`src/hw/cpu_pkg.sv`:
```
// shared constants, types and encodings for the background-halt decode block
package cpu_pkg;

    localparam int unsigned ADDR_W = 16;
    localparam int unsigned DATA_W = 8;
    localparam int unsigned NIB_W = 4;
    localparam int unsigned REG_ADDR_W = 4;

    // condition_flags bit positions
    localparam int unsigned FLAG_V = 7;
    localparam int unsigned FLAG_H = 4;
    localparam int unsigned FLAG_I = 3;
    localparam int unsigned FLAG_N = 2;
    localparam int unsigned FLAG_Z = 1;
    localparam int unsigned FLAG_C = 0;
    localparam logic [7:0] FLAGS_RESET = 8'h08;
    localparam logic [7:0] FLAGS_MASK = 8'h9F;

    // opcodes and opcode nibbles
    localparam logic [7:0] OPC_BACKGROUND_HALT = 8'h82;
    localparam logic [7:0] OPC_BRANCH_CARRY_CLEAR = 8'h24;
    localparam logic [7:0] OPC_STACK_ADJUST = 8'hA7;
    localparam logic [7:0] OPC_INDEX_ADJUST = 8'hAF;
    localparam logic [7:0] OPC_STACK_PREFIX = 8'h9E;
    localparam logic [3:0] LO_ADD_CARRY = 4'h9;
    localparam logic [3:0] LO_ADD = 4'hB;
    localparam logic [3:0] LO_AND = 4'h4;
    localparam logic [3:0] LO_SHIFT_LEFT = 4'h8;
    localparam logic [3:0] LO_SHIFT_RIGHT = 4'h7;
    localparam logic [3:0] HI_LITERAL = 4'hA;
    localparam logic [3:0] HI_DIRECT = 4'hB;
    localparam logic [3:0] HI_FULL = 4'hC;
    localparam logic [3:0] HI_OFF16 = 4'hD;
    localparam logic [3:0] HI_OFF8 = 4'hE;
    localparam logic [3:0] HI_PLAIN = 4'hF;
    localparam logic [3:0] HI_SH_DIRECT = 4'h3;
    localparam logic [3:0] HI_SH_ACCUM = 4'h4;
    localparam logic [3:0] HI_SH_INDEX = 4'h5;
    localparam logic [3:0] HI_SH_OFF8 = 4'h6;
    localparam logic [3:0] HI_SH_PLAIN = 4'h7;

    localparam logic [7:0] DIRECT_PAGE_HI = 8'h00;
    localparam logic [15:0] WORD_STEP = 16'h0001;
    localparam logic [15:0] ADDR_ZERO = 16'h0000;

    // register map, one byte each
    localparam logic [3:0] REG_FLAGS = 4'h0;
    localparam logic [3:0] REG_CTRL = 4'h1;
    localparam logic [3:0] REG_STATUS = 4'h2;
    localparam logic [3:0] REG_ACCUM = 4'h3;
    localparam logic [3:0] REG_PC_HI = 4'h4;
    localparam logic [3:0] REG_PC_LO = 4'h5;
    localparam int unsigned CTRL_DEBUG_EN = 0;
    localparam int unsigned STATUS_BG = 0;
    localparam int unsigned STATUS_STEP = 1;

    typedef enum logic [1:0] {
        cmd_none = 2'b00,
        resume_cmd = 2'b01,
        single_step_cmd = 2'b10,
        tagged_resume_cmd = 2'b11
    } debug_cmd_t;

    typedef enum logic [3:0] {
        no_operand_form, literal_operand_form, direct_page, full_addr, indexed_plain,
        indexed_off8, indexed_off16, stack_rel_off8, stack_rel_off16, relative_form
    } addr_mode_t;

    typedef enum logic [2:0] {
        op_add_carry, op_add, op_and, op_shift_left, op_shift_right
    } alu_op_t;

    typedef enum logic [2:0] {
        k_none, k_alu, k_shift, k_stack_adjust, k_index_adjust, k_branch, k_halt
    } instr_kind_t;

    // gray codes along fetch -> wait -> decode -> oper1 -> oper2 -> addr -> exec
    typedef enum logic [3:0] {
        st_fetch = 4'b0000,
        st_wait = 4'b0001,
        st_decode = 4'b0011,
        st_oper1 = 4'b0010,
        st_oper2 = 4'b0110,
        st_addr = 4'b0111,
        st_exec = 4'b0101,
        st_halt = 4'b0100
    } state_t;

endpackage

```
`src/hw/core_if.sv`:
```
// carrier between the sequencer, the arithmetic unit and the address former
`timescale 1ns/10ps
`default_nettype none
interface core_if;
    import cpu_pkg::*;
    alu_op_t alu_op;
    logic [7:0] a;
    logic [7:0] b;
    logic [7:0] flags_in;
    logic [7:0] result;
    logic [7:0] flags_out;
    addr_mode_t mode;
    logic [7:0] byte1;
    logic [7:0] byte2;
    logic [15:0] hx;
    logic [15:0] sp;
    logic [15:0] pc;
    logic [15:0] ea;
    modport alu (input alu_op, a, b, flags_in, output result, flags_out);
    modport ea_calc (input mode, byte1, byte2, hx, sp, pc, output ea);
    modport core (output alu_op, a, b, flags_in, mode, byte1, byte2, hx, sp, pc,
        input result, flags_out, ea);
endinterface
`default_nettype wire

```
`src/hw/cpu_alu.sv`:
```
// accumulator arithmetic, logic and shifts with flag update
`timescale 1ns/10ps
`default_nettype none
module cpu_alu (
    core_if.alu io
);
    import cpu_pkg::*;

    logic [8:0] sum;
    logic [4:0] half;
    logic carry_in;

    always_comb begin
        carry_in = (io.alu_op == op_add_carry) ? io.flags_in[FLAG_C] : 1'b0;
        sum = {1'b0, io.a} + {1'b0, io.b} + {8'h00, carry_in};
        half = {1'b0, io.a[3:0]} + {1'b0, io.b[3:0]} + {4'h0, carry_in};
        io.flags_out = io.flags_in;
        io.result = io.a;
        case (io.alu_op)
            op_add_carry, op_add: begin
                io.result = sum[7:0];
                io.flags_out[FLAG_C] = sum[8];
                io.flags_out[FLAG_H] = half[4];
                io.flags_out[FLAG_V] = (io.a[7] & io.b[7] & ~sum[7]) |
                    (~io.a[7] & ~io.b[7] & sum[7]);
            end
            op_and: begin
                io.result = io.a & io.b;
                io.flags_out[FLAG_V] = 1'b0;
            end
            op_shift_left: begin
                io.result = {io.a[6:0], 1'b0};
                io.flags_out[FLAG_C] = io.a[7];
            end
            op_shift_right: begin
                io.result = {io.a[7], io.a[7:1]};
                io.flags_out[FLAG_C] = io.a[0];
            end
            default: begin
                io.result = io.a;
            end
        endcase
        io.flags_out[FLAG_N] = io.result[7];
        io.flags_out[FLAG_Z] = (io.result == 8'h00);
        if (io.alu_op == op_shift_left || io.alu_op == op_shift_right) begin
            io.flags_out[FLAG_V] = io.result[7] ^ io.flags_out[FLAG_C];
        end
    end

endmodule
`default_nettype wire

```
`src/hw/cpu_ea.sv`:
```
// effective address former for every operand form
`timescale 1ns/10ps
`default_nettype none
module cpu_ea (
    core_if.ea_calc io
);
    import cpu_pkg::*;

    logic [15:0] sext;
    logic [15:0] off8;
    logic [15:0] off16;

    always_comb begin
        sext = {{8{io.byte1[7]}}, io.byte1};
        off8 = {8'h00, io.byte1};
        off16 = {io.byte1, io.byte2};
        case (io.mode)
            direct_page: io.ea = {DIRECT_PAGE_HI, io.byte1};
            full_addr: io.ea = off16;
            indexed_plain: io.ea = io.hx;
            indexed_off8: io.ea = io.hx + off8;
            indexed_off16: io.ea = io.hx + off16; // wraps at 64K
            stack_rel_off8: io.ea = io.sp + off8;
            stack_rel_off16: io.ea = io.sp + off16;
            relative_form: io.ea = io.pc + sext; // pc already past the offset
            default: io.ea = ADDR_ZERO;
        endcase
    end

endmodule
`default_nettype wire

```
`src/hw/cpu_decode_background_halt.sv`:
```
// instruction sequencer: fetch, decode, operand addressing, execute, background halt
`timescale 1ns/10ps
`default_nettype none
// Notes on behaviour
// - executing the background-halt opcode stops user code and enters background mode
// - background mode is left only by reset or a resume, step or tagged-resume command
// - a halt opcode planted as breakpoint halts the program on reaching it
// - opcode 82, no operand, halts only with the debug enable bit set
// - flags: V bit 7, H bit 4, I bit 3, N bit 2, Z bit 1, C bit 0
// - two-byte operands: upper byte at the address, lower byte at the next
// - direct page addresses carry a forced zero upper byte
// - full addresses are two bytes, upper byte first, covering 64K
// - relative target is next instruction address plus signed 8-bit offset
// - indexed adds none, unsigned 8 or 16 bit offset; stack adds 8 or 16
// - 16-bit offsets wrap modulo 64K, acting signed or unsigned alike
// - post-increment forms bump the index after fetch; only for compare and move
// - bit numbers select one bit 0 to 7 of the addressed byte
// - stack and index adjust sign-extend the literal, add it, leave flags alone
// - branch on carry clear, opcode 24, branches when carry is zero, flags kept
module cpu_decode_background_halt #(
    parameter logic [15:0] RESET_PC = 16'h0000,
    parameter logic [15:0] RESET_SP = 16'h00FF
) (
    input wire logic clk_i,
    input wire logic reset_n_i,
    output logic [cpu_pkg::ADDR_W-1:0] mem_addr_o,
    output logic mem_rd_o,
    output logic mem_wr_o,
    output logic [cpu_pkg::DATA_W-1:0] mem_wdata_o,
    input wire logic [cpu_pkg::DATA_W-1:0] mem_rdata_i,
    input wire logic debug_cmd_valid_i,
    input wire cpu_pkg::debug_cmd_t debug_cmd_i,
    output logic background_active_o,
    input wire logic [cpu_pkg::REG_ADDR_W-1:0] reg_addr_i,
    input wire logic [cpu_pkg::DATA_W-1:0] reg_wdata_i,
    input wire logic reg_wr_i,
    input wire logic reg_rd_i,
    output logic [cpu_pkg::DATA_W-1:0] reg_rdata_o
);
    import cpu_pkg::*;

    ////////////////////////////////////////////////////////////////////////////////
    // decoding helpers

    function automatic instr_kind_t decode_kind(input logic [7:0] opc, input logic pre);
        logic [3:0] lo;
        lo = opc[3:0];
        decode_kind = k_none;
        if (!pre && opc == OPC_BACKGROUND_HALT) begin
            decode_kind = k_halt;
        end else if (!pre && opc == OPC_BRANCH_CARRY_CLEAR) begin
            decode_kind = k_branch;
        end else if (!pre && opc == OPC_STACK_ADJUST) begin
            decode_kind = k_stack_adjust;
        end else if (!pre && opc == OPC_INDEX_ADJUST) begin
            decode_kind = k_index_adjust;
        end else if (lo == LO_ADD_CARRY || lo == LO_ADD || lo == LO_AND) begin
            if (pre ? (opc[7:4] == HI_OFF16 || opc[7:4] == HI_OFF8)
                    : (opc[7:4] >= HI_LITERAL)) begin
                decode_kind = k_alu;
            end
        end else if (lo == LO_SHIFT_LEFT || lo == LO_SHIFT_RIGHT) begin
            if (pre ? (opc[7:4] == HI_SH_OFF8)
                    : (opc[7:4] >= HI_SH_DIRECT && opc[7:4] <= HI_SH_PLAIN)) begin
                decode_kind = k_shift;
            end
        end
    endfunction

    function automatic addr_mode_t decode_mode(input logic [7:0] opc, input logic pre);
        logic [3:0] hi;
        hi = opc[7:4];
        decode_mode = no_operand_form;
        if (pre) begin
            // prefixed: stack-relative forms
            decode_mode = (hi == HI_OFF16) ? stack_rel_off16 : stack_rel_off8;
        end else if (opc == OPC_BRANCH_CARRY_CLEAR) begin
            decode_mode = relative_form;
        end else if (opc == OPC_STACK_ADJUST || opc == OPC_INDEX_ADJUST) begin
            decode_mode = literal_operand_form;
        end else begin
            case (hi)
                HI_LITERAL: decode_mode = literal_operand_form;
                HI_DIRECT, HI_SH_DIRECT: decode_mode = direct_page;
                HI_FULL: decode_mode = full_addr;
                HI_OFF16: decode_mode = indexed_off16;
                HI_OFF8, HI_SH_OFF8: decode_mode = indexed_off8;
                HI_PLAIN, HI_SH_PLAIN: decode_mode = indexed_plain;
                default: decode_mode = no_operand_form;
            endcase
        end
    endfunction

    function automatic logic [1:0] operand_bytes(input addr_mode_t m);
        case (m)
            full_addr, indexed_off16, stack_rel_off16: operand_bytes = 2'd2;
            no_operand_form, indexed_plain: operand_bytes = 2'd0;
            default: operand_bytes = 2'd1;
        endcase
    endfunction

    ////////////////////////////////////////////////////////////////////////////////
    // reset release

    logic reset_meta;
    logic rst_n;

    always_ff @(posedge clk_i or negedge reset_n_i) begin
        if (!reset_n_i) begin
            reset_meta <= 1'b0;
            rst_n <= 1'b0;
        end else begin
            reset_meta <= 1'b1;
            rst_n <= reset_meta;
        end
    end

    ////////////////////////////////////////////////////////////////////////////////
    // programmer state and datapath

    state_t state;
    state_t after;
    instr_kind_t kind;
    addr_mode_t mode;
    logic [7:0] opcode;
    logic [7:0] byte1;
    logic [7:0] byte2;
    logic [7:0] accum;
    logic [7:0] condition_flags;
    logic [15:0] hx;
    logic [15:0] sp;
    logic [15:0] pc;
    logic [15:0] ea_reg;
    logic prefix;
    logic debug_enable;
    logic step_pending;
    logic halt_after;
    logic [15:0] sext_lit;
    logic mem_operand;

    core_if io ();

    cpu_alu u_alu (
        .io(io.alu)
    );

    cpu_ea u_ea (
        .io(io.ea_calc)
    );

    assign sext_lit = {{8{byte1[7]}}, byte1};
    assign mem_operand = (mode != literal_operand_form) && (mode != no_operand_form);

    always_comb begin
        io.mode = mode;
        io.byte1 = byte1;
        io.byte2 = byte2;
        io.hx = hx;
        io.sp = sp;
        io.pc = pc;
        io.flags_in = condition_flags;
        io.b = (mode == literal_operand_form) ? byte1 : mem_rdata_i;
        io.a = accum;
        if (kind == k_shift) begin
            if (mem_operand) begin
                io.a = mem_rdata_i;
            end else if (opcode[7:4] == HI_SH_INDEX) begin
                io.a = hx[7:0];
            end
        end
        case (opcode[3:0])
            LO_ADD_CARRY: io.alu_op = op_add_carry;
            LO_ADD: io.alu_op = op_add;
            LO_AND: io.alu_op = op_and;
            LO_SHIFT_LEFT: io.alu_op = op_shift_left;
            default: io.alu_op = op_shift_right;
        endcase
    end

    ////////////////////////////////////////////////////////////////////////////////
    // sequencer

    always_ff @(posedge clk_i or negedge rst_n) begin
        if (!rst_n) begin
            state <= st_fetch;
            after <= st_fetch;
            kind <= k_none;
            mode <= no_operand_form;
            opcode <= 8'h00;
            byte1 <= 8'h00;
            byte2 <= 8'h00;
            accum <= 8'h00;
            hx <= ADDR_ZERO;
            sp <= RESET_SP;
            pc <= RESET_PC;
            ea_reg <= ADDR_ZERO;
            prefix <= 1'b0;
            step_pending <= 1'b0;
            halt_after <= 1'b0;
            background_active_o <= 1'b0;
            mem_addr_o <= ADDR_ZERO;
            mem_rd_o <= 1'b0;
            mem_wr_o <= 1'b0;
            mem_wdata_o <= 8'h00;
        end else begin
            mem_rd_o <= 1'b0;
            mem_wr_o <= 1'b0;
            case (state)
                st_fetch: begin
                    if (halt_after) begin
                        // single step finished one instruction
                        halt_after <= 1'b0;
                        background_active_o <= 1'b1;
                        state <= st_halt;
                    end else begin
                        mem_addr_o <= pc;
                        mem_rd_o <= 1'b1;
                        pc <= pc + WORD_STEP;
                        prefix <= 1'b0;
                        after <= st_decode;
                        state <= st_wait;
                    end
                end
                st_wait: begin
                    state <= after;
                end
                st_decode: begin
                    if (!prefix && mem_rdata_i == OPC_STACK_PREFIX) begin
                        prefix <= 1'b1;
                        mem_addr_o <= pc;
                        mem_rd_o <= 1'b1;
                        pc <= pc + WORD_STEP;
                        after <= st_decode;
                        state <= st_wait;
                    end else begin
                        opcode <= mem_rdata_i;
                        kind <= decode_kind(mem_rdata_i, prefix);
                        mode <= decode_mode(mem_rdata_i, prefix);
                        halt_after <= step_pending;
                        step_pending <= 1'b0;
                        if (decode_kind(mem_rdata_i, prefix) == k_halt) begin
                            // planted breakpoints land here too
                            background_active_o <= debug_enable;
                            state <= debug_enable ? st_halt : st_fetch;
                        end else if (decode_kind(mem_rdata_i, prefix) == k_none) begin
                            // opcodes outside this block run as no-ops
                            state <= st_fetch;
                        end else if (operand_bytes(decode_mode(mem_rdata_i, prefix)) == 2'd0) begin
                            state <= st_addr;
                        end else begin
                            mem_addr_o <= pc;
                            mem_rd_o <= 1'b1;
                            pc <= pc + WORD_STEP;
                            after <= st_oper1;
                            state <= st_wait;
                        end
                    end
                end
                st_oper1: begin
                    byte1 <= mem_rdata_i; // upper byte comes first
                    if (operand_bytes(mode) == 2'd2) begin
                        mem_addr_o <= pc;
                        mem_rd_o <= 1'b1;
                        pc <= pc + WORD_STEP;
                        after <= st_oper2;
                        state <= st_wait;
                    end else begin
                        state <= st_addr;
                    end
                end
                st_oper2: begin
                    byte2 <= mem_rdata_i; // lower byte from the next address
                    state <= st_addr;
                end
                st_addr: begin
                    ea_reg <= io.ea;
                    case (kind)
                        k_stack_adjust: begin
                            sp <= sp + sext_lit;
                            state <= st_fetch;
                        end
                        k_index_adjust: begin
                            hx <= hx + sext_lit;
                            state <= st_fetch;
                        end
                        k_branch: begin
                            if (!condition_flags[FLAG_C]) begin
                                pc <= io.ea;
                            end
                            state <= st_fetch;
                        end
                        default: begin
                            if (mem_operand) begin
                                mem_addr_o <= io.ea;
                                mem_rd_o <= 1'b1;
                                after <= st_exec;
                                state <= st_wait;
                            end else begin
                                state <= st_exec;
                            end
                        end
                    endcase
                end
                st_exec: begin
                    // no form decoded here post-increments, so hx only moves by index adjust or an index-register shift
                    if (kind == k_shift && mem_operand) begin
                        mem_addr_o <= ea_reg;
                        mem_wdata_o <= io.result;
                        mem_wr_o <= 1'b1;
                    end else if (kind == k_shift && opcode[7:4] == HI_SH_INDEX) begin
                        hx[7:0] <= io.result;
                    end else begin
                        accum <= io.result;
                    end
                    state <= st_fetch;
                end
                st_halt: begin
                    // only a host command leaves background mode
                    if (debug_cmd_valid_i && debug_cmd_i != cmd_none) begin
                        step_pending <= (debug_cmd_i == single_step_cmd);
                        background_active_o <= 1'b0;
                        state <= st_fetch;
                    end
                end
                default: begin
                    state <= st_fetch;
                end
            endcase
        end
    end

    ////////////////////////////////////////////////////////////////////////////////
    // condition flags: an executing instruction wins over a software write

    always_ff @(posedge clk_i or negedge rst_n) begin
        if (!rst_n) begin
            condition_flags <= FLAGS_RESET;
        end else if (state == st_exec) begin
            condition_flags <= io.flags_out & FLAGS_MASK;
        end else if (reg_wr_i && reg_addr_i == REG_FLAGS) begin
            condition_flags <= reg_wdata_i & FLAGS_MASK;
        end
    end

    ////////////////////////////////////////////////////////////////////////////////
    // register port

    always_ff @(posedge clk_i or negedge rst_n) begin
        if (!rst_n) begin
            debug_enable <= 1'b0;
        end else if (reg_wr_i && reg_addr_i == REG_CTRL) begin
            debug_enable <= reg_wdata_i[CTRL_DEBUG_EN];
        end
    end

    always_ff @(posedge clk_i or negedge rst_n) begin
        if (!rst_n) begin
            reg_rdata_o <= 8'h00;
        end else if (reg_rd_i) begin
            case (reg_addr_i)
                REG_FLAGS: reg_rdata_o <= condition_flags;
                REG_CTRL: reg_rdata_o <= {7'h00, debug_enable};
                REG_STATUS: reg_rdata_o <= {6'h00, step_pending | halt_after,
                    background_active_o};
                REG_ACCUM: reg_rdata_o <= accum;
                REG_PC_HI: reg_rdata_o <= pc[15:8];
                REG_PC_LO: reg_rdata_o <= pc[7:0];
                default: reg_rdata_o <= 8'h00;
            endcase
        end else begin
            reg_rdata_o <= 8'h00;
        end
    end

endmodule
`default_nettype wire

```
`config.mk`:
```
export PLATFORM = sky130hd
export DESIGN_NAME = cpu_decode_background_halt
export DESIGN_NICKNAME = d
export VERILOG_FILES = /design/src/hw/cpu_pkg.sv /design/src/hw/core_if.sv /design/src/hw/cpu_alu.sv /design/src/hw/cpu_ea.sv /design/src/hw/cpu_decode_background_halt.sv
export SDC_FILE = /design/constraint.sdc
export NUM_CORES = 1
export LEC_CHECK = 0
export BUFFER_PORTS_ARGS = -buffer_cell sky130_fd_sc_hd__buf_2
export CAP_MARGIN = 10
export CORE_ASPECT_RATIO = 1.5
export CORE_UTILIZATION = 63
export CTS_CLUSTER_SIZE = 12
export DETAILED_ROUTE_END_ITERATION = 10
export GPL_TIMING_DRIVEN = 0
export PLACE_DENSITY = 0.82
export SYNTH_ARGS = -nofsm -noshare
export SYNTH_HDL_FRONTEND = slang
export SYNTH_SLANG_ARGS = --single-unit
```
`constraint.sdc`:
```
create_clock -name clk_i -period 6.7 [get_ports clk_i]
set_clock_uncertainty 0.1 [all_clocks]
set_input_delay 1.005 -clock clk_i [delete_from_list [all_inputs] [get_ports clk_i]]
set_output_delay 1.005 -clock clk_i [all_outputs]
set_load 0.02 [all_outputs]
```
==> impl_metrics.toml, run 1 <==
[critical_path]
worstReg2RegEnd = "hx[6]$_DFFE_PN0P_"
endpoint_kind = "register"
path_cells = "buf_4 -> nor3_2 -> and2_1 -> mux2_2 -> fa_1 -> fa_1 -> a21o_1 -> a21oi_1 -> o21ai_1 -> a21oi_1 -> xnor2_1 -> a221oi_1 -> mux2_1 -> a21oi_1"
cp-startpoint = "io.mode[2]$_DFFE_PN0P_"
arrival_ns = 5.36
worst-path-max-fanout = 9
slowest_stage = "a221oi_1"
slowest_delay_ns = 0.83
crit_family = "compound AO/OA/AOI/OAI gates"
worstSetupPathType = "reg -> reg"
cpMostUsedCell = "a21oi_1"
r2r_cells = 14
r2r_start = "io.mode[2]$_DFFE_PN0P_"
cp.required_ns = 6.92
reg2reg_slack_ns = 1.56
start_kind = "register"
crit_buf_inv = 1

[drt]
via_per_inst = 6.75
drtAntennaViolNets = 0
drc = 0
first_pass_iters = 7
wirelength_um = 39300
routedWlPerCell_um = 21.6
route.vias.total = 12300
drtIter0Drc = 1558

[pwr]
p_per_area_nw_per_um2 = 539
leakagePower_nw = 5.93
ir_drop_uv = 266

[layout]
synthToLayoutAreaGrowth_pct = 9.71
fin_cells = 1817
fin_util_pct = 70.9
num_antenna_cells = 0
drive_above_1_share_pct = 11.4
final_nets = 1660
final.fill_count = 1529

[global_route]
grtUsageTotal_pct = 40.0
grt_use_met3_pct = 8.54
gr-usage-met2_pct = 64.9
use_met1_pct = 46.8
grt_first_pass_wirelength_um = 61600
top_usage_layer = "met2"
grt_max_degree = 63
antenna_found_initial = 0
grt_pass1_vias = 11700
overflow = 0

[hold_path]
hold_path.class = "in -> async"

[sta]
rsz0062_at_grt = "false"
setup_viol = 0
hold_viol_final = 0
tightest_slew_ns = 1.17
slew_violations = 0
setup_tns_ns = 0
max_freq_mhz = 195
post-route-period-util_pct = 76.7
slew_headroom_pct = 21.8
layout_min_cycle_time_ns = 5.14

[place]
gp_congestion = 1.02
hpwl_um = 29500
port_buffers = 53
placedCellCount = 1785

[logic_synthesis]
avgSynthCellArea_sq_um = 8.47
synth-async-reset-ratio_pct = 100
synth-xor-area-share_pct = 4.06
synth_edf_count = 0
syn-cell-area_sq_um = 12500
synth_compound_area_share_pct = 25.4
synth_fa_ha_area_share_pct = 8.94
synth_cell_types = 92
yosysWarnings = 0
synthSimpleGateAreaFrac_pct = 20.6
synth_fp_nets = 1586
synth_seq_cells = 156
synth_top_family_by_area = "compound AO/OA/AOI/OAI gates"
yosysSeqAreaShare_pct = 31.4
synthCells = 1474
synth.area.mux_share_pct = 5.78
synth_flop_cell = "dfrtp_1"

[die]
die_x_um = 117
die_height_um = 174
die_area_sq_um = 20400
initial_core_util_pct = 64.6
coreArea_sq_um = 19300
rows = 62
io_pins = 62

[clocking]
cts_made_buffers = 17
cts_tree = "built"
clk_latency_ns = 0.45
h-tree-depth = 4
postCtsSetupRepairBufs = 0
clkSinkCount = 156
cts_hold_buf = 0
clkTransAtPathRegs_ns = 0.07
cts.path.max_buffers = 2
post_cts_resized = 0
clockRootBuffer = "clkbuf_16"

[outcome]
status = "finished clean"

[job]
maxCapViolCount = 0
where the power goes:
| group | switching, W | internal (W) | leakage [nW] |
|---|---|---|---|
| Sequential | 0.000582 | 0.00132 | 1.93 |
| Combinational | 0.00272 | 0.00181 | 3.73 |
| Clock | 0.000458 | 0.000499 | 0.280 |
worst max-delay path by stage:
stage	to	slack [ns]	cells past startpoint
final	hx[6]$_DFFE_PN0P_	1.56	14
after global routing	hx[6]$_DFFE_PN0P_	1.32	14
after CTS	hx[6]$_DFFE_PN0P_	1.78	14
after detailed placement	hx[6]$_DFFE_PN0P_	1.53	15
after global placement	io.pc[12]$_DFFE_PN0P_	0.14	0
after floorplan	accum[0]$_DFFE_PN0P_	1.95	0
metal layers:
layer | wire (um) | share of wire (%)
met5 | 0 | 0
met4 | 2720 | 6.9
met3 | 3090 | 7.9
met2 | 18700 | 48
met1 | 14800 | 38
cell type report:
| type | instances | area [sq um] | share of cell area [%] |
|---|---|---|---|
| clock inverters | 14 | 129 | 0.941 |
| flip-flops and latches | 156 | 3920 | 28.6 |
| plain buffers | 79 | 332 | 2.42 |
| repair buffers | 55 | 320 | 2.34 |
| inverters | 39 | 146 | 1.07 |
| clock buffers | 18 | 439 | 3.21 |
| multi-input cells | 1200 | 8090 | 59.1 |
| well taps | 256 | 320 | 2.34 |
stage by stage:
stage / cell area, sq um / power (W) / hold WS, ns / worst slack (ns)
floorplan: 12500 / 0.00505 / 0.231 / 1.95
global placement: 13100 / 0.00614 / 0.236 / 0.142
detailed placement: 13100 / 0.00626 / 0.239 / 1.53
CTS: 13700 / 0.00724 / 0.217 / 1.78
global route: 13700 / 0.00789 / 0.213 / 1.32
finish: 13700 / 0.00738 / 0.218 / 1.56
kinds of logic (layout without fill, tap and decap cells):
kind of cell,after synthesis,in the layout
compound gates,481,481
xor+xnor,57,57
fa+ha+maj,85,85
buf+inv,118,205
flops,156,156
mux,65,65
other cells,1,1
simple gates,511,511
worst register-to-register path, stage by stage, from the launching register on:
cell	delay, ns
dfrtp_1	0.36
buf_4	0.17
nor3_2	0.57
and2_1	0.32
mux2_2	0.40
fa_1	0.44
fa_1	0.41
a21o_1	0.18
a21oi_1	0.37
o21ai_1	0.13
a21oi_1	0.25
xnor2_1	0.09
a221oi_1	0.83
mux2_1	0.30
a21oi_1	0.08
Yosys cell counts, drive strengths merged (12+ instances only):
cell type,number,area (sq um)
mux2,47,529
o211ai,16,120
xor2,23,201
nor3b,17,133
xnor2,34,305
nand2,171,642
ha,78,976
nor2b,19,119
a31oi,34,213
buf,18,103
a21o,26,195
mux2i,17,170
inv,39,146
nand2b,15,93.8
a21oi,95,479
o21a,19,143
clkbuf,61,229
o21ai,134,682
and3,13,81.3
nor2,117,439
a221oi,12,123
a22oi,21,171
dfrtp,147,3680
and2,13,81.3
nand3,44,220
a22o,15,131
a211oi,23,173
or3,14,87.6
nor3,32,170
cells in the final DEF (no fill, tap or decap), drive strengths merged, types with 12 or more instances in the layout:
master    n
a211oi   23
a21o     26
a21oi    95
a221oi   12
a22o     15
a22oi    21
a31oi    34
and2     13
and3     13
buf      73
clkbuf   79
dfrtp   147
ha       78
inv      46
mux2     47
mux2i    17
nand2   171
nand2b   15
nand3    44
nor2    117
nor2b    19
nor3     32
nor3b    17
o211ai   16
o21a     19
o21ai   134
or3      14
xnor2    34
xor2     23
(Power assumes the default switching activity.)
==> run 2: changes to the inputs <==
--- a/config.mk
+++ b/config.mk
@@ -5,14 +5,15 @@
 export SDC_FILE = /design/constraint.sdc
 export NUM_CORES = 1
 export LEC_CHECK = 0
+export ABC_AREA = 1
 export BUFFER_PORTS_ARGS = -buffer_cell sky130_fd_sc_hd__buf_2
 export CAP_MARGIN = 10
 export CORE_ASPECT_RATIO = 1.5
-export CORE_UTILIZATION = 63
+export CORE_UTILIZATION = 57
 export CTS_CLUSTER_SIZE = 12
 export DETAILED_ROUTE_END_ITERATION = 10
 export GPL_TIMING_DRIVEN = 0
-export PLACE_DENSITY = 0.82
+export PLACE_DENSITY = 0.78
 export SYNTH_ARGS = -nofsm -noshare
 export SYNTH_HDL_FRONTEND = slang
 export SYNTH_SLANG_ARGS = --single-unit
==> constraint.sdc (replaced) <==
create_clock -name clk_i -period 4.26 [get_ports clk_i]
set_clock_uncertainty 0.1 [all_clocks]
set_input_delay 0.639 -clock clk_i [delete_from_list [all_inputs] [get_ports clk_i]]
set_output_delay 0.639 -clock clk_i [all_outputs]
set_load 0.02 [all_outputs]
==> run 2 against run 1 <==
Compared with the run above: via count increased by 15%; cell count is 31% higher; synthesized cell count rose by 36%; synthesized area rose by 6.8%; utilization decreased by 7.2 points; global-route usage is 1.5 points lower; total power rose by 63%; clock power up 59%; routed wire length rose by 14%.
==> impl_metrics.toml, run 2 <==
[clocking]
clkSinkCount = 156
cts_made_buffers = 17
clk_latency_ns = 0.45
clockRootBuffer = "clkbuf_16"
cts.path.max_buffers = 2
cts_tree = "built"
clkTransAtPathRegs_ns = 0.07
h-tree-depth = 4

[critical_path]
cp.required_ns = 4.50
worstSetupEndpoint = "condition_flags[7]$_DFFE_PN0P_"
arrival_ns = 4.36
endpoint_kind = "register"
reg2reg_slack_ns = 0.14
worstSetupPathType = "reg -> reg"
r2r_cells = 18
worst-path-max-fanout = 6
cp-startpoint = "opcode[7]$_DFFE_PN0P_"
start_kind = "register"
worstReg2RegEnd = "condition_flags[7]$_DFFE_PN0P_"
r2r_start = "opcode[7]$_DFFE_PN0P_"

[logic_synthesis]
synth.top_cells.by_count = "nand2_1 (538), inv_1 (258), nand3_1 (172), nor2_1 (168), o21ai_0 (165)"
synthCells = 2008
avgSynthCellArea_sq_um = 6.64
synth_cell_types = 64
yosysWarnings = 0
synth.largest_area_cell = "dfrtp_1"
yosysMostFrequentCell = "nand2_1"
syn-cell-area_sq_um = 13300
synth-async-reset-ratio_pct = 100
synthTopCellsByArea = "dfrtp_1 (28%), nand2_1 (15%), ha_1 (7.3%), inv_1 (7.3%), nand3_1 (6.5%)"
synth_edf_count = 0
synth_fp_nets = 2120
yosysSeqAreaShare_pct = 29.4
synth_seq_cells = 156
synth_flop_cell = "dfrtp_1"
yosys.area.top_type_share_pct = 27.6

[pwr]
clkPwrFrac_pct = 12.6
p_sw_w = 0.00659
p_per_area_nw_per_um2 = 821
p_comb_share_pct = 64.8
switching_share_pct = 54.9
ir_drop_uv = 586
internal-power_w = 0.00541
leakagePower_nw = 7.63
seqPwrFrac_pct = 22.6

[die]
die_area_sq_um = 24000
die_height_um = 189
coreArea_sq_um = 23000
rows = 68
initial_core_util_pct = 58.0
die_x_um = 127
io_pins = 62

[outcome]
status = "finished clean"

[global_route]
grt_pass1_vias = 13500
overflow = 0
antenna_found_initial = 0
grt_max_degree = 63
grt_first_pass_wirelength_um = 70500
grtUsageTotal_pct = 38.4

[layout]
final.fill_count = 2205
num_antenna_cells = 0
drive_above_1_share_pct = 10.1
postLayoutCellArea_sq_um = 14600
final_nets = 2199
final_common_cell = "nand2_1"
synthToLayoutAreaGrowth_pct = 9.74
layout_common_cells = "nand2_1 (538), inv_1 (258), nand3_1 (172), nor2_1 (166), o21ai_0 (165)"

[place]
hpwl_um = 35800
gp_congestion = 1.01
port_buffers = 57
placed_cell_area_sq_um = 14000

[drt]
route.vias.total = 14100
wirelength_um = 44900
drc = 0
via_per_inst = 5.94
drtAntennaViolNets = 0
first_pass_iters = 6
routedWlPerCell_um = 18.9
drtIter0Drc = 1270

[sta]
setup_tns_ns = 0
hold_viol_final = 0
post-route-period-util_pct = 96.7
setup_viol = 0
slew_headroom_pct = 51.7
tightest_slew_ns = 0.720
layout_min_cycle_time_ns = 4.12
slew_violations = 0
max_freq_mhz = 243

[hold_path]
hold_path.class = "reg -> async"

[job]
maxCapViolCount = 0
==> run 2: cell types whose count changed in the layout (fill, tap and decap cells not counted), sizes merged, moves of 23 or more <==
cell / before / now
a31oi: 34 / 11
clkbuf: 79 / 37
inv: 46 / 283
mux2: 47 / 1
nand2: 171 / 557
nand3: 44 / 176
nand4: 8 / 49
nor2: 117 / 184
o21ai: 134 / 184
o22ai: 6 / 33
xnor2: 34 / 5
==> run 2: worst min path at each step <==
stage / startpoint / endpoint / cells past startpoint / slack, ns
after floorplan: reset_meta$_DFF_PN0_ / rst_n$_DFF_PN0_ / 0 / 0.23
final: rst_n$_DFF_PN0_ / hx[7]$_DFFE_PN0P_ / 0 / 0.22
after CTS: rst_n$_DFF_PN0_ / hx[7]$_DFFE_PN0P_ / 0 / 0.25
after global placement: reset_meta$_DFF_PN0_ / rst_n$_DFF_PN0_ / 0 / 0.24
after global routing: rst_n$_DFF_PN0_ / hx[7]$_DFFE_PN0P_ / 0 / 0.27
after detailed placement: rst_n$_DFF_PN0_ / hx[7]$_DFFE_PN0P_ / 0 / 0.24
==> run 2: metrics by stage <==
step                      power (W)  worst slack (ns)  std cells  utilization [%]  hold slack [ns]
after floorplan             0.00812              1.16       2008                -            0.231
after global placement       0.0102            -0.184       2345             60.8            0.242
after detailed placement     0.0103            -0.191       2347             61.0            0.239
after CTS                    0.0119           0.00506       2380             63.6            0.246
after global routing         0.0130          -0.00508       2380             63.7            0.270
final                        0.0120             0.138       2380             63.7            0.215
==> run 2: cells by family after synthesis <==
logic type,count (synthesis),synth area share (%)
compound gates,397,16.8
flops,156,29.4
xor+xnor,19,1.25
simple gates,1033,34.5
other cells,1,0.0281
mux,1,0.0845
buf+inv,316,9.54
fa+ha+maj,85,8.37
==> run 2: worst max-delay path, stage by stage, from the launching register on <==
cell and delay (ns):
dfrtp_1 0.42, nor3_2 0.41, nand2_1 0.21, nand3_1 0.16, nand3_1 0.26, fa_1 0.56, fa_1 0.45, nand3_1 0.10
nand2_1 0.25, nand4_1 0.16, nand2_1 0.06, nand2_1 0.08, nand3_1 0.10, nor2_2 0.23, nand2_1 0.09, nand3_1 0.08
nand2_1 0.13, nand2_1 0.11, nand2_1 0.06
==> run 2: cell type report <==
| type | instances | area, sq um | share of cell area, % |
|---|---|---|---|
| clock buffers | 18 | 429 | 2.93 |
| inverters | 277 | 1040 | 7.14 |
| well taps | 280 | 350 | 2.40 |
| plain buffers | 39 | 228 | 1.56 |
| multi-input cells | 1536 | 8150 | 55.8 |
| repair buffers | 60 | 350 | 2.40 |
| clock inverters | 14 | 148 | 1.01 |
| flip-flops and latches | 156 | 3920 | 26.8 |
==> run 2: routing by layer <==
layer	GRT usage, %	vias to the layer above	share of wire [%]
met1	44.1	6501	38
met2	67.9	602	50
li1	-	6862	-
met3	5.00	164	6.2
met4	22.9	0	6.4
met5	0	-	0
==> run 2: power by group through the flow <==
stage               combinational (W)  clock [W]  sequential, W
global route                  0.00868    0.00158        0.00274
global placement              0.00749          0        0.00270
detailed placement            0.00763          0        0.00270
floorplan                     0.00558          0        0.00254
CTS                           0.00769    0.00152        0.00268
finish                        0.00778    0.00152        0.00271
==> run 2: what timing repair did <==
item | 4_1_cts | 5_1_grt
setup endpoints to repair | 2 | 2
buffers inserted | 0 | 0
hold buffers | 1 | 0
cloned | 0 | 0
hold endpoints to repair | 2 | 0
resized for setup | 1 | 6
==> run 3: changes to the inputs <==
--- a/config.mk
+++ b/config.mk
@@ -9,11 +9,12 @@
 export BUFFER_PORTS_ARGS = -buffer_cell sky130_fd_sc_hd__buf_2
 export CAP_MARGIN = 10
 export CORE_ASPECT_RATIO = 1.5
-export CORE_UTILIZATION = 57
+export CORE_UTILIZATION = 35
 export CTS_CLUSTER_SIZE = 12
 export DETAILED_ROUTE_END_ITERATION = 10
 export GPL_TIMING_DRIVEN = 0
-export PLACE_DENSITY = 0.78
+export PLACE_DENSITY = 0.63
+export SLEW_MARGIN = 20
 export SYNTH_ARGS = -nofsm -noshare
 export SYNTH_HDL_FRONTEND = slang
 export SYNTH_SLANG_ARGS = --single-unit
==> run 3 against run 2 <==
Compared with the run above: via count fell by 1.5%; clock-buffer cell count fell by 1; maximum frequency rose by 3.3%; sequential power barely moved; utilization fell by 24 points; flip-flop and latch count did not move; critical path depth rose by 1; global-route usage fell by 14 points; critical endpoint is now io.pc[8]$_DFFE_PN0P_; largest cell class unchanged; highest routed layer unchanged.
==> impl_metrics.toml, run 3 (synthesis gave the netlist of run 2 again) <==
[sta]
timing.final.ws_setup_ns = 0.270
slew_violations = 0
hold_viol_final = 0
slew_headroom_pct = 52.1
tightest_slew_ns = 0.718
max_freq_mhz = 251
setup_viol = 0
rsz0062_at_grt = "false"
post-route-period-util_pct = 93.7
layout_min_cycle_time_ns = 3.99
setup_tns_ns = 0

[drt]
via_per_inst = 5.38
drtAntennaViolNets = 0
routedWlPerCell_um = 17.8
first_pass_iters = 6
route.vias.total = 13900
drc = 0
drtIter0Drc = 1058
wirelength_um = 46200

[layout]
final_common_cell = "nand2_1"
synthToLayoutAreaGrowth_pct = 11.7
fin_cells = 2589
final.fill_count = 4001
num_antenna_cells = 0
final_nets = 2199
drive_above_1_share_pct = 10.0
layout_common_cells = "nand2_1 (538), inv_1 (258), nand3_1 (172), nor2_1 (168), o21ai_0 (165)"

[pwr]
seqPwrFrac_pct = 22.5
p_sw_w = 0.00657
p_comb_share_pct = 64.7
ir_drop_uv = 380
switching_share_pct = 54.8
clkPwrFrac_pct = 12.9
leakagePower_nw = 7.63
p_per_area_nw_per_um2 = 805
internal-power_w = 0.00541

[critical_path]
worst-path-max-fanout = 10
endpoint_kind = "register"
start_kind = "register"
arrival_ns = 4.22
worstSetupPathType = "reg -> reg"
cp.required_ns = 4.49

[job]
maxCapViolCount = 0

[clocking]
postCtsSetupRepairBufs = 0
clkTransAtPathRegs_ns = 0.07
cts_tree = "built"
cts_made_buffers = 17
clkSinkCount = 156
cts.path.max_buffers = 2
h-tree-depth = 4
post_cts_resized = 0
clk_latency_ns = 0.45
cts_hold_buf = 1
clockRootBuffer = "clkbuf_16"

[die]
die_area_sq_um = 38900
io_pins = 62
die_height_um = 241
die_x_um = 161
coreArea_sq_um = 37600
initial_core_util_pct = 35.5
rows = 87

[place]
hpwl_um = 37300
port_buffers = 57
dp_slack_ns = 0.346
gp_congestion = 1.01
placedCellCount = 2556

[hold_path]
hold_path.class = "reg -> reg"

[global_route]
grt_pass1_vias = 13400
grtUsageTotal_pct = 24.1
antenna_found_initial = 0
grt_first_pass_wirelength_um = 71900
grt_max_degree = 57
overflow = 0

[outcome]
status = "finished clean"
==> run 3: cell types whose count changed in the layout (fill, tap and decap cells not counted) <==
cell	before	now
clkbuf_2	2	1
inv_8	5	7
dfrtp_1	144	145
nor2_2	12	10
nor2_1	166	168
clkinv_8	2	3
dfrtp_2	2	1
nand3_4	1	0
nand3_2	3	4
clkinvlp_4	2	3
inv_6	4	1
==> run 3: stage by stage <==
stage               hold slack [ns]  utilization (%)  instance area [sq um]  total power [W]
floorplan                     0.231                -                  13300          0.00812
global placement              0.237             37.9                  14200           0.0102
detailed placement            0.242             38.0                  14300           0.0103
CTS                           0.258             39.6                  14900           0.0119
global route                  0.269             39.6                  14900           0.0131
finish                        0.262             39.6                  14900           0.0120
==> run 3: critical path, stage by stage (launching register included) <==
cell,delay (ns)
dfrtp_1,0.49
nor2_2,0.30
nand2_4,0.13
clkbuf_1,0.25
o21ai_0,0.39
ha_1,0.31
inv_1,0.08
fa_1,0.36
inv_1,0.13
nand3_1,0.09
nand3_1,0.15
nand3_1,0.12
nand2_1,0.07
nand2_1,0.04
nand3_1,0.06
nand3_1,0.12
o21ai_1,0.44
nand2_1,0.10
nand2_1,0.08
o21ai_1,0.06
==> run 3: layout make-up <==
cell class                      count  area [sq um]  area share (%)
Tap cell                          489           612            4.11
Clock inverter                     15           168            1.13
Inverter                          277          1040            7.02
Multi-Input combinational cell   1536          8140            54.7
Clock buffer                       17           425            2.86
Timing Repair Buffer               60           350            2.35
Buffer                             39           226            1.52
Sequential cell                   156          3920            26.3
==> run 3: worst paths after layout <==
path | from | to | slack (ns) | cells past startpoint
min | reset_meta$_DFF_PN0_ | rst_n$_DFF_PN0_ | 0.26 | 0
min in group asynchronous | rst_n$_DFF_PN0_ | accum[7]$_DFFE_PN0P_ | 0.27 | 0
max | io.mode[1]$_DFFE_PN0P_ | io.pc[8]$_DFFE_PN0P_ | 0.27 | 19
max in group asynchronous | rst_n$_DFF_PN0_ | io.sp[6]$_DFFE_PN1P_ | 2.98 | 1
max reg2reg | io.mode[1]$_DFFE_PN0P_ | io.pc[8]$_DFFE_PN0P_ | 0.27 | 19
min reg2reg | reset_meta$_DFF_PN0_ | rst_n$_DFF_PN0_ | 0.26 | 0
==> run 3: power groups by stage <==
| stage | Combinational [W] | Clock [W] | Sequential [W] |
|---|---|---|---|
| final | 0.00775 | 0.00154 | 0.00269 |
| after global routing | 0.00875 | 0.00161 | 0.00275 |
| after CTS | 0.00769 | 0.00157 | 0.00267 |
| after detailed placement | 0.00765 | 0 | 0.00270 |
| after global placement | 0.00752 | 0 | 0.00271 |
| after floorplan | 0.00558 | 0 | 0.00254 |
==> run 3: per-layer routing <==
metal	vias to the layer above	global-route usage, %	share of wire, %
met1	6478	26.6	38
met2	452	43.7	51
li1	6851	-	-
met4	0	15.2	6.3
met5	-	0	0
met3	139	2.92	5.1
